--- config.mk ---
export PLATFORM = sky130hd
export DESIGN_NAME = acm_mgmt
export DESIGN_NICKNAME = d
export VERILOG_FILES = /design/src/inc/acm_pkg.sv /design/src/core/acm_mgmt.sv
export SDC_FILE = /design/constraint.sdc
export NUM_CORES = 2
export LEC_CHECK = 0
export ABC_AREA = 1
export BUFFER_PORTS_ARGS = -buffer_cell sky130_fd_sc_hd__buf_2
export CAP_MARGIN = 20
export CORE_MARGIN = 1
export CORE_UTILIZATION = 40
export CTS_CLUSTER_DIAMETER = 200
export DETAILED_ROUTE_END_ITERATION = 16
export HOLD_SLACK_MARGIN = 0.05
export PLACE_DENSITY = 0.63
export SLEW_MARGIN = 10
export SYNTH_ARGS = -nofsm -noshare
export SYNTH_HDL_FRONTEND = slang
export SYNTH_SLANG_ARGS = --single-unit
--- constraint.sdc ---
create_clock -name mclk -period 6.1 [get_ports mclk]
set_input_delay 1.22 -clock mclk [delete_from_list [all_inputs] [get_ports mclk]]
set_output_delay 1.22 -clock mclk [all_outputs]
set_load 0.05 [all_outputs]
--- src/inc/acm_pkg.sv ---
// Purpose: Shared constants and types for the ASI channel monitor and alarm block
// Assumes: 200 MHz mclk, byte-addressed Avalon-MM register window of 256 bytes
// Notes:   Two-bit status codes follow the management object encodings
package acm_pkg;
    // Channel count and rate width (rates are in kbit/s)
    localparam int NCH = 4;
    localparam int RATE_W = 20;
    localparam logic [RATE_W-1:0] LIMIT_KBPS = 20'h24220;  // 148000 kbit/s
    localparam logic [RATE_W-1:0] CEIL_RST = 20'h09088;    // 37000 kbit/s
    // Two-bit codes
    localparam logic [1:0] CODE_OFF = 2'h1;
    localparam logic [1:0] CODE_ON = 2'h2;
    localparam logic [1:0] ALM_NONE = 2'h1;
    localparam logic [1:0] ALM_MAJOR = 2'h2;
    localparam logic [1:0] ALM_MINOR = 2'h3;
    localparam logic [1:0] CODING_CMI = 2'h1;
    localparam logic [1:0] CODING_NRZ = 2'h3;
    localparam logic [1:0] PKT_188 = 2'h1;
    localparam logic [1:0] PKT_204 = 2'h2;
    localparam logic [31:0] RESET_CMD = 32'h00000002;
    // Global register byte offsets
    localparam logic [7:0] OFF_SUMMARY = 8'h00;
    localparam logic [7:0] OFF_CAP = 8'h04;
    localparam logic [7:0] OFF_CODING = 8'h08;
    localparam logic [7:0] OFF_REV = 8'h0C;
    localparam logic [7:0] OFF_RESET = 8'h10;
    localparam logic [7:0] OFF_SUM_EV = 8'h14;
    localparam logic [7:0] OFF_OVR_EV = 8'h18;
    localparam logic [7:0] OFF_PRES_EV = 8'h1C;
    localparam logic [7:0] OFF_UPTIME = 8'h20;
    // Per-channel window: base 0x40, 0x20 bytes per channel
    localparam logic [7:0] CH_BASE = 8'h40;
    localparam logic [2:0] CH_FIRST = 3'h2;
    localparam logic [2:0] SUB_STATUS = 3'h0;
    localparam logic [2:0] SUB_ON = 3'h1;
    localparam logic [2:0] SUB_RATE = 3'h2;
    localparam logic [2:0] SUB_CEIL = 3'h3;
    // Sub-words 4 to 7 hold the channel label
    localparam logic [31:0] LABEL_LAST_MASK = 32'h00FFFFFF;
    // Field positions
    localparam int ST_SEEN_LSB = 0;
    localparam int ST_PKT_LSB = 8;
    localparam int ST_OVR_LSB = 16;
    localparam int REV_MAJ_LSB = 8;
    // Timing
    localparam int CLK_NS = 5;
    localparam int WINDOW_NS = 1000000;       // Rate measuring window, 1 ms
    localparam int WINDOW_CYC = WINDOW_NS / CLK_NS;
    localparam int BLINK_NS = 250000000;      // Indicator half period, 250 ms
    localparam int BLINK_CYC = BLINK_NS / CLK_NS;

    // Per-channel inputs from the datapath
    typedef struct packed {
        logic seen;       // Valid ASI detected
        logic pkt204;     // 204-byte packets detected
        logic byte_tick;  // One payload byte received
    } acm_chan_in_type;

    typedef enum logic [1:0] {ACM_IDLE = 2'b01, ACM_ACK = 2'b10} acm_bus_state_type;
endpackage

--- src/core/acm_mgmt.sv ---
// Purpose: Channel monitoring, rate capping, alarm and event logic, Avalon-MM slave
// Assumes: Inputs synchronous to mclk; one byte_tick per received payload byte
`timescale 1ns/100ps
module acm_mgmt #(
    parameter int NCH = acm_pkg::NCH,                 // 1 to 4 channels
    parameter int WINDOW_CYC = acm_pkg::WINDOW_CYC,   // Rate window in cycles
    parameter int BLINK_CYC = acm_pkg::BLINK_CYC,     // Blink half period
    parameter logic [7:0] REV_MAJOR = 8'h01,          // Arbitrary value
    parameter logic [7:0] REV_MINOR = 8'h00           // Arbitrary value
) (
    input wire logic mclk,
    input wire logic arst_n,
    input wire logic [7:0] avs_address,
    input wire logic avs_read,
    input wire logic avs_write,
    input wire logic [31:0] avs_writedata,
    input wire logic [3:0] avs_byteenable,
    output logic [31:0] avs_readdata,
    output logic avs_waitrequest,
    input wire acm_pkg::acm_chan_in_type [NCH-1:0] chan_in,
    input wire logic coding_select_switch,
    output logic [NCH-1:0] channel_on_out,
    output logic [NCH-1:0] led,
    output logic [NCH-1:0] event_presence,
    output logic [NCH-1:0] event_overrate,
    output logic event_summary,
    output logic system_reset_req
);
    localparam int RW = acm_pkg::RATE_W;
    localparam int SW = RW + 3;            // Sum width, no overflow for 4 channels
    localparam int WCW = $clog2(WINDOW_CYC + 1);
    localparam int BCW = $clog2(BLINK_CYC + 1);

    // Byte-enable merge of write data over the current register value
    function automatic logic [31:0] merge(input logic [31:0] old, input logic [31:0] nw,
                                          input logic [3:0] be);
        logic [31:0] r;
        r = old;
        for (int b = 0; b < 4; b++) begin
            if (be[b]) begin
                r[8*b +: 8] = nw[8*b +: 8];
            end
        end
        return r;
    endfunction

    // Sum of a set of per-channel rates
    function automatic logic [SW-1:0] sum_rates(input logic [NCH-1:0][RW-1:0] v);
        logic [SW-1:0] s;
        s = '0;
        for (int i = 0; i < NCH; i++) begin
            s = s + SW'(v[i]);
        end
        return s;
    endfunction

    // Two-bit enable codes accept only 1 or 2
    function automatic logic code_ok(input logic [1:0] c);
        return (c == acm_pkg::CODE_OFF) || (c == acm_pkg::CODE_ON);
    endfunction

    acm_pkg::acm_bus_state_type bus_state;
    logic [1:0] rate_cap_master_enable;            // Global capping code
    logic [1:0] summary_event_enable;
    logic [1:0] overrate_event_enable;
    logic [1:0] presence_event_enable;
    logic [1:0] channel_on [NCH];                  // Per-channel enable code
    logic [NCH-1:0][RW-1:0] channel_rate_ceiling;
    logic [NCH-1:0][RW-1:0] channel_measured_rate;
    logic [RW-4:0] byte_cnt [NCH];                 // Bytes seen in current window
    logic [31:0] channel_label [NCH][4];
    logic [WCW-1:0] win_cnt;
    logic [BCW-1:0] blink_cnt;
    logic blink_phase;
    logic [31:0] uptime;                           // Counts whole windows
    logic [1:0] alarm_q;                           // Summary code as reported
    logic [NCH-1:0] overrate_q;
    logic [NCH-1:0] seen_q;
    logic [31:0] rd_value;

    // Decode of the addressed register
    wire [7:0] wa = {avs_address[7:2], 2'b00};
    wire [2:0] ch_raw = avs_address[7:5] - acm_pkg::CH_FIRST;
    wire [1:0] ch = ch_raw[1:0];
    wire [2:0] sub = avs_address[4:2];
    wire in_chan = (avs_address >= acm_pkg::CH_BASE) && (32'(ch_raw) < NCH);
    wire take = (avs_read || avs_write) && (bus_state == acm_pkg::ACM_IDLE);
    wire wr = avs_write && (bus_state == acm_pkg::ACM_ACK);
    wire [31:0] wdata = merge(rd_value, avs_writedata, avs_byteenable);
    wire wr_glob = wr && !in_chan && (avs_address < acm_pkg::CH_BASE);
    wire wr_ch = wr && in_chan;
    wire soft_rst = wr_glob && (wa == acm_pkg::OFF_RESET)
                    && (wdata == acm_pkg::RESET_CMD);
    wire win_end = (32'(win_cnt) == WINDOW_CYC - 1);

    // Monitor conditions
    wire [NCH-1:0] seen;
    wire [NCH-1:0] overrate;
    wire [NCH-1:0] flash;
    wire [SW-1:0] total_rate = sum_rates(channel_measured_rate);
    wire [SW-1:0] total_ceil = sum_rates(channel_rate_ceiling);
    wire cap_on = (rate_cap_master_enable == acm_pkg::CODE_ON);
    wire major = total_rate > SW'(acm_pkg::LIMIT_KBPS);
    wire minor = ~|seen;
    // Major takes precedence when both hold
    wire [1:0] alarm_code = major ? acm_pkg::ALM_MAJOR :
                            minor ? acm_pkg::ALM_MINOR : acm_pkg::ALM_NONE;
    // A new ceiling must keep the summed ceilings within the line limit
    wire [SW-1:0] ceil_try = total_ceil - SW'(channel_rate_ceiling[ch]) + SW'(wdata[RW-1:0]);
    wire ceil_ok = (wdata[31:RW] == '0) && (ceil_try <= SW'(acm_pkg::LIMIT_KBPS));

    for (genvar i = 0; i < NCH; i++) begin : g_mon
        assign seen[i] = chan_in[i].seen;
        // Flag applies only while capping is on
        assign overrate[i] = cap_on
                             && (channel_measured_rate[i] > channel_rate_ceiling[i]);
        // Disabled with signal present, or over its ceiling
        assign flash[i] = (seen[i] && channel_on[i] != acm_pkg::CODE_ON) || overrate_q[i];
    end

    // Read selection; status presence and overrate are registered, packet length is live from chan_in
    always_comb begin
        rd_value = '0;
        if (in_chan) begin
            unique case (sub)
                acm_pkg::SUB_STATUS: begin
                    rd_value[acm_pkg::ST_SEEN_LSB +: 2] = seen_q[ch] ? acm_pkg::CODE_ON
                                                                     : acm_pkg::CODE_OFF;
                    rd_value[acm_pkg::ST_PKT_LSB +: 2] = chan_in[ch].pkt204 ? acm_pkg::PKT_204
                                                                            : acm_pkg::PKT_188;
                    rd_value[acm_pkg::ST_OVR_LSB +: 2] = overrate_q[ch] ? acm_pkg::CODE_ON
                                                                        : acm_pkg::CODE_OFF;
                end
                acm_pkg::SUB_ON: rd_value[1:0] = channel_on[ch];
                acm_pkg::SUB_RATE: rd_value[RW-1:0] = channel_measured_rate[ch];
                acm_pkg::SUB_CEIL: rd_value[RW-1:0] = channel_rate_ceiling[ch];
                default: rd_value = channel_label[ch][sub[1:0]];
            endcase
        end else begin
            unique case (wa)
                acm_pkg::OFF_SUMMARY: rd_value[1:0] = alarm_q;
                acm_pkg::OFF_CAP: rd_value[1:0] = rate_cap_master_enable;
                acm_pkg::OFF_CODING: rd_value[1:0] = coding_select_switch ? acm_pkg::CODING_NRZ
                                                                          : acm_pkg::CODING_CMI;
                acm_pkg::OFF_REV: rd_value[15:0] = {REV_MAJOR, REV_MINOR};
                acm_pkg::OFF_SUM_EV: rd_value[1:0] = summary_event_enable;
                acm_pkg::OFF_OVR_EV: rd_value[1:0] = overrate_event_enable;
                acm_pkg::OFF_PRES_EV: rd_value[1:0] = presence_event_enable;
                acm_pkg::OFF_UPTIME: rd_value = uptime;
                default: rd_value = '0;  // Reset control and unmapped read as zero
            endcase
        end
    end

    // Bus handshake: one wait cycle, answer in the next
    always_ff @(posedge mclk or negedge arst_n) begin
        if (!arst_n) begin
            bus_state <= acm_pkg::ACM_IDLE;
            avs_waitrequest <= 1'b1;
            avs_readdata <= '0;
        end else begin
            bus_state <= take ? acm_pkg::ACM_ACK : acm_pkg::ACM_IDLE;
            avs_waitrequest <= !take;
            if (take && avs_read) begin
                avs_readdata <= rd_value;
            end
        end
    end

    // Global control registers; the reset command restores defaults
    always_ff @(posedge mclk or negedge arst_n) begin
        if (!arst_n) begin
            rate_cap_master_enable <= acm_pkg::CODE_OFF;
            summary_event_enable <= acm_pkg::CODE_OFF;
            overrate_event_enable <= acm_pkg::CODE_OFF;
            presence_event_enable <= acm_pkg::CODE_OFF;
        end else if (soft_rst) begin
            rate_cap_master_enable <= acm_pkg::CODE_OFF;
            summary_event_enable <= acm_pkg::CODE_OFF;
            overrate_event_enable <= acm_pkg::CODE_OFF;
            presence_event_enable <= acm_pkg::CODE_OFF;
        end else if (wr_glob && code_ok(wdata[1:0])) begin
            // Codes other than 1 and 2 are ignored
            if (wa == acm_pkg::OFF_CAP) begin
                rate_cap_master_enable <= wdata[1:0];
            end
            if (wa == acm_pkg::OFF_SUM_EV) begin
                summary_event_enable <= wdata[1:0];
            end
            if (wa == acm_pkg::OFF_OVR_EV) begin
                overrate_event_enable <= wdata[1:0];
            end
            if (wa == acm_pkg::OFF_PRES_EV) begin
                presence_event_enable <= wdata[1:0];
            end
        end
    end

    // Per-channel control: enable, ceiling, label
    always_ff @(posedge mclk or negedge arst_n) begin
        if (!arst_n) begin
            for (int i = 0; i < NCH; i++) begin
                channel_on[i] <= acm_pkg::CODE_ON;
                channel_rate_ceiling[i] <= acm_pkg::CEIL_RST;
                for (int w = 0; w < 4; w++) begin
                    channel_label[i][w] <= '0;
                end
            end
        end else if (soft_rst) begin
            for (int i = 0; i < NCH; i++) begin
                channel_on[i] <= acm_pkg::CODE_ON;
                channel_rate_ceiling[i] <= acm_pkg::CEIL_RST;
            end
        end else if (wr_ch) begin
            if (sub == acm_pkg::SUB_ON && code_ok(wdata[1:0])) begin
                channel_on[ch] <= wdata[1:0];
            end
            if (sub == acm_pkg::SUB_CEIL && ceil_ok) begin
                channel_rate_ceiling[ch] <= wdata[RW-1:0];
            end
            if (sub[2]) begin
                // Last word keeps its top byte zero: fifteen bytes in all
                channel_label[ch][sub[1:0]] <= (sub[1:0] == 2'h3)
                    ? (wdata & acm_pkg::LABEL_LAST_MASK) : wdata;
            end
        end
    end

    // Rate window, byte counting and uptime
    always_ff @(posedge mclk or negedge arst_n) begin
        if (!arst_n) begin
            win_cnt <= '0;
            uptime <= '0;
            for (int i = 0; i < NCH; i++) begin
                byte_cnt[i] <= '0;
                channel_measured_rate[i] <= '0;
            end
        end else begin
            win_cnt <= win_end ? '0 : win_cnt + 1'b1;
            if (soft_rst) begin
                uptime <= '0;
            end else if (win_end) begin
                uptime <= uptime + 1'b1;
            end
            for (int i = 0; i < NCH; i++) begin
                if (win_end) begin
                    // Bytes per 1 ms times eight is kbit/s
                    channel_measured_rate[i] <= {byte_cnt[i], 3'b000};
                    byte_cnt[i] <= RW'(chan_in[i].byte_tick) > 0 ? (RW-3)'(1) : '0;
                end else begin
                    byte_cnt[i] <= byte_cnt[i] + (RW-3)'(chan_in[i].byte_tick);
                end
            end
        end
    end

    // Alarm state, edge history and event pulses
    always_ff @(posedge mclk or negedge arst_n) begin
        if (!arst_n) begin
            alarm_q <= acm_pkg::ALM_NONE;
            overrate_q <= '0;
            seen_q <= '0;
            event_summary <= 1'b0;
            event_overrate <= '0;
            event_presence <= '0;
            system_reset_req <= 1'b0;
        end else begin
            alarm_q <= alarm_code;
            overrate_q <= overrate;
            seen_q <= seen;
            event_summary <= (summary_event_enable == acm_pkg::CODE_ON)
                             && (alarm_code != alarm_q);
            event_overrate <= (overrate_event_enable == acm_pkg::CODE_ON)
                              ? (overrate ^ overrate_q) : '0;
            event_presence <= (presence_event_enable == acm_pkg::CODE_ON)
                              ? (seen ^ seen_q) : '0;
            system_reset_req <= soft_rst;
        end
    end

    // Indicators: steady when present, flashing on disable or overrate
    always_ff @(posedge mclk or negedge arst_n) begin
        if (!arst_n) begin
            blink_cnt <= '0;
            blink_phase <= 1'b0;
            led <= '0;
            channel_on_out <= '0;
        end else begin
            blink_cnt <= (32'(blink_cnt) == BLINK_CYC - 1) ? '0 : blink_cnt + 1'b1;
            if (32'(blink_cnt) == BLINK_CYC - 1) begin
                blink_phase <= !blink_phase;
            end
            for (int i = 0; i < NCH; i++) begin
                led[i] <= seen_q[i] && (!flash[i] || blink_phase);
                channel_on_out[i] <= (channel_on[i] == acm_pkg::CODE_ON);
            end
        end
    end
endmodule // acm_mgmt

==> flow_summary.ini <==
[setup_path]
max_stage_delay_ns = 0.18
crit_path_max_fanout = 8
worstPathRequired_ns = 6.74
crit_path_frequent_cell = buf_4
critPathKind = in -> reg
cp-start-kind = input port
slowest_stage = buf_4
cp-end-kind = flip-flop
worst_ep_arrival_time_ns = 7.21

[yosys]
yosys.area.top_type = dfrtp_1
synth_top_cell_area_share_pct = 44.9
syn_area_mm2 = 0.0478
synth_compound_area_share_pct = 10.2
yosysSeqAreaShare_pct = 46.3
synth_warnings = 0
synth_top_family_by_area = simple AND/OR/NAND/NOR gates
syn_avg_cell_area_um2 = 7.88
synth_mux_area_share_pct = 1.41
synth-edff-count = 0
synthFlopType = dfrtp_1
synth_simple_gate_area_share_pct = 26.1
syn_nets = 6359
synthMostInstantiatedCell = nand2_1
synthTopCellsByArea = dfrtp_1, nand2_1, o21ai_0, fa_1, inv_1
synth_seq_cells = 883
synth_adder_area_share_pct = 7.94
synth.distinct_cells = 57
syn_inst = 6063
yosys-top-cells-count = nand2_1, dfrtp_1, inv_1, o21ai_0, nor2_1
async_reset_ff_share_pct = 100
synthXorXnorAreaFrac_pct = 0.861

[timing]
min_period_over_period_pct = 108
max_freq_mhz = 152
hold_viol = 0
rsz0062_at_grt = yes
worst_slack_ns = -0.469
drv_slew = 0
setup_violations = 81
slew_headroom_pct = 33.4
period_needed_ns = 6.57
fin_skew_ns = 0.0553
tightest_slew_ns = 1.00
setup-tns-final_ns = -32.48

[global_route]
antenna_found_initial = 5
overflow = 0
grt_pass1_vias = 41800
grtUsageTotal_pct = 28.1
grt_first_pass_wirelength_um = 258000
grt_max_degree = 147

[detailed_routing]
wl_per_cell_um = 21.1
drt-vias-per-instance = 5.38
drt.antenna.violating_nets = 0
drtPass1Iterations = 6
drt_first_iter_violations = 4621
post-route-drc-count = 0
vias = 43500
wl_um = 170000

[floorplan]
num_io_pins = 112
row_count = 126
die_x_um = 348
start_util_pct = 40.4
dieArea_mm2 = 0.121
coreArea_mm2 = 0.118
dieHeight_um = 348

[clock_tree]
cts_root_buf = clkbuf_16
clock_path_buffers = 3
clock_sinks = 883
cts_buffers = 94
clk_pin_slew_ns = 0.07
cts.htree.levels = 3
cts_tree = built
clock_latency_ns = 0.70

[layout]
drive_gt1_share_pct = 16.1
syn_to_final_growth_pct = 20.5
fin_nets = 6764
multi_input_area_mm2 = 0.0232
register_area_mm2 = 0.0221
fill_cells = 11300

[pwr]
vdd_drop_max_mv = 0.234
leakage_nw = 29.1
power.density_mw_per_mm2 = 264
finalPower_mw = 15.2

[run]
drv_cap = 0

[placement]
port_buffers = 109
gp_congestion = 0.997
post-dp-hpwl_um = 120000

[hold_path]
worstHoldPathType = reg -> reg

[status]
violations = setup timing
status = finished, violations left
-- layer usage --
| layer | GRT usage [%] | vias to the layer above | wire length (µm) |
|---|---|---|---|
| met2 | 42.5 | 1990 | 74000 |
| li1 | - | 20200 | - |
| met4 | 13.8 | 2 | 9640 |
| met5 | 0 | - | 9 |
| met3 | 5.55 | 442 | 16000 |
| met1 | 38.5 | 20900 | 70800 |
-- cells in the final DEF, fill, tap and decap left out, types with 91 or more instances in the layout --
master	count
a21oi_1	220
o21ai_0	488
buf_2	104
buf_4	398
nand3_1	194
clkbuf_16	96
nand4_1	91
nand2_1	2063
inv_1	550
fa_1	108
ha_1	109
dfrtp_1	857
nor2_1	464
-- kinds of logic after synthesis --
kind of cell	count (synthesis)
compound gates	904
flops	883
fa+ha+maj	235
xor+xnor	47
simple gates	3076
buf+inv	858
mux	60
-- flip-flops by register name, indices dropped and copies added (netlist names), 8 cells and up --
register               flops
channel_label            512
channel_rate_ceiling      80
byte_cnt                  68
channel_measured_rate     68
avs_readdata              32
uptime                    32
blink_cnt                 26
win_cnt                   18
channel_on                 8
-- metrics by stage --
step | hold slack [ns] | util, % | instances | worst slack, ns | instance area, µm²
after floorplan | 0.416 | - | 6063 | -0.148 | 48100
after global placement | 0.429 | 44.6 | 7821 | -1.37 | 52700
after detailed placement | 0.435 | 44.6 | 7821 | -1.48 | 52700
after CTS | 0.443 | 48.4 | 8069 | -0.252 | 57200
after global routing | 0.470 | 48.7 | 8082 | -0.631 | 57600
final | 0.442 | 48.7 | 8083 | -0.469 | 57600
-- power by group --
| group | total [mW] | switching, mW | internal [mW] |
|---|---|---|---|
| clock network | 5.96 | 2.54 | 3.42 |
| logic | 2.70 | 1.80 | 0.899 |
| registers | 6.56 | 0.260 | 6.30 |
| total | 15.2 | 4.60 | 10.6 |
-- cell type report --
type                            instances  area share (%)
Multi-Input combinational cell       4328            40.4
Sequential cell                       883            38.4
Timing Repair Buffer                  578            8.43
Clock buffer                          137            4.73
Inverter                              583            3.88
Tap cell                             1536            3.34
Clock inverter                         36           0.813
Antenna cell                            2         0.00869
-- worst max-delay path: cells and delay by family --
family / cells / cell delay, ns
compound gates: 2 / 0.18
buf+inv: 41 / 5.19
simple gates: 8 / 0.59
-- path summary, 6_finish.rpt --
kind	start	to	slack, ns	cells past startpoint
worst max-delay path	avs_address[6]	avs_readdata[3]	-0.47	51
worst min-delay path	bus_state[1]	bus_state[1]	0.44	1
worst max register to register	seen_q[2]	channel_rate_ceiling[76]	0.22	35
worst min register to register	bus_state[1]	bus_state[1]	0.44	1
max in group asynchronous	arst_n	blink_cnt[25]	4.01	2
min in group asynchronous	arst_n	channel_label[421]	0.62	1
-- what timing repair did --
item                                    in CTS  in global routing
endpoints found under the setup margin      80                 81
hold buffers                                 0                  0
pin swaps                                   39                 25
setup buffers                               67                 10
gates cloned                                 8                  2
gates resized for setup                    161                 51
endpoints found under the hold margin        0                  0
Note: power is estimated with default switching activity, not from simulation.
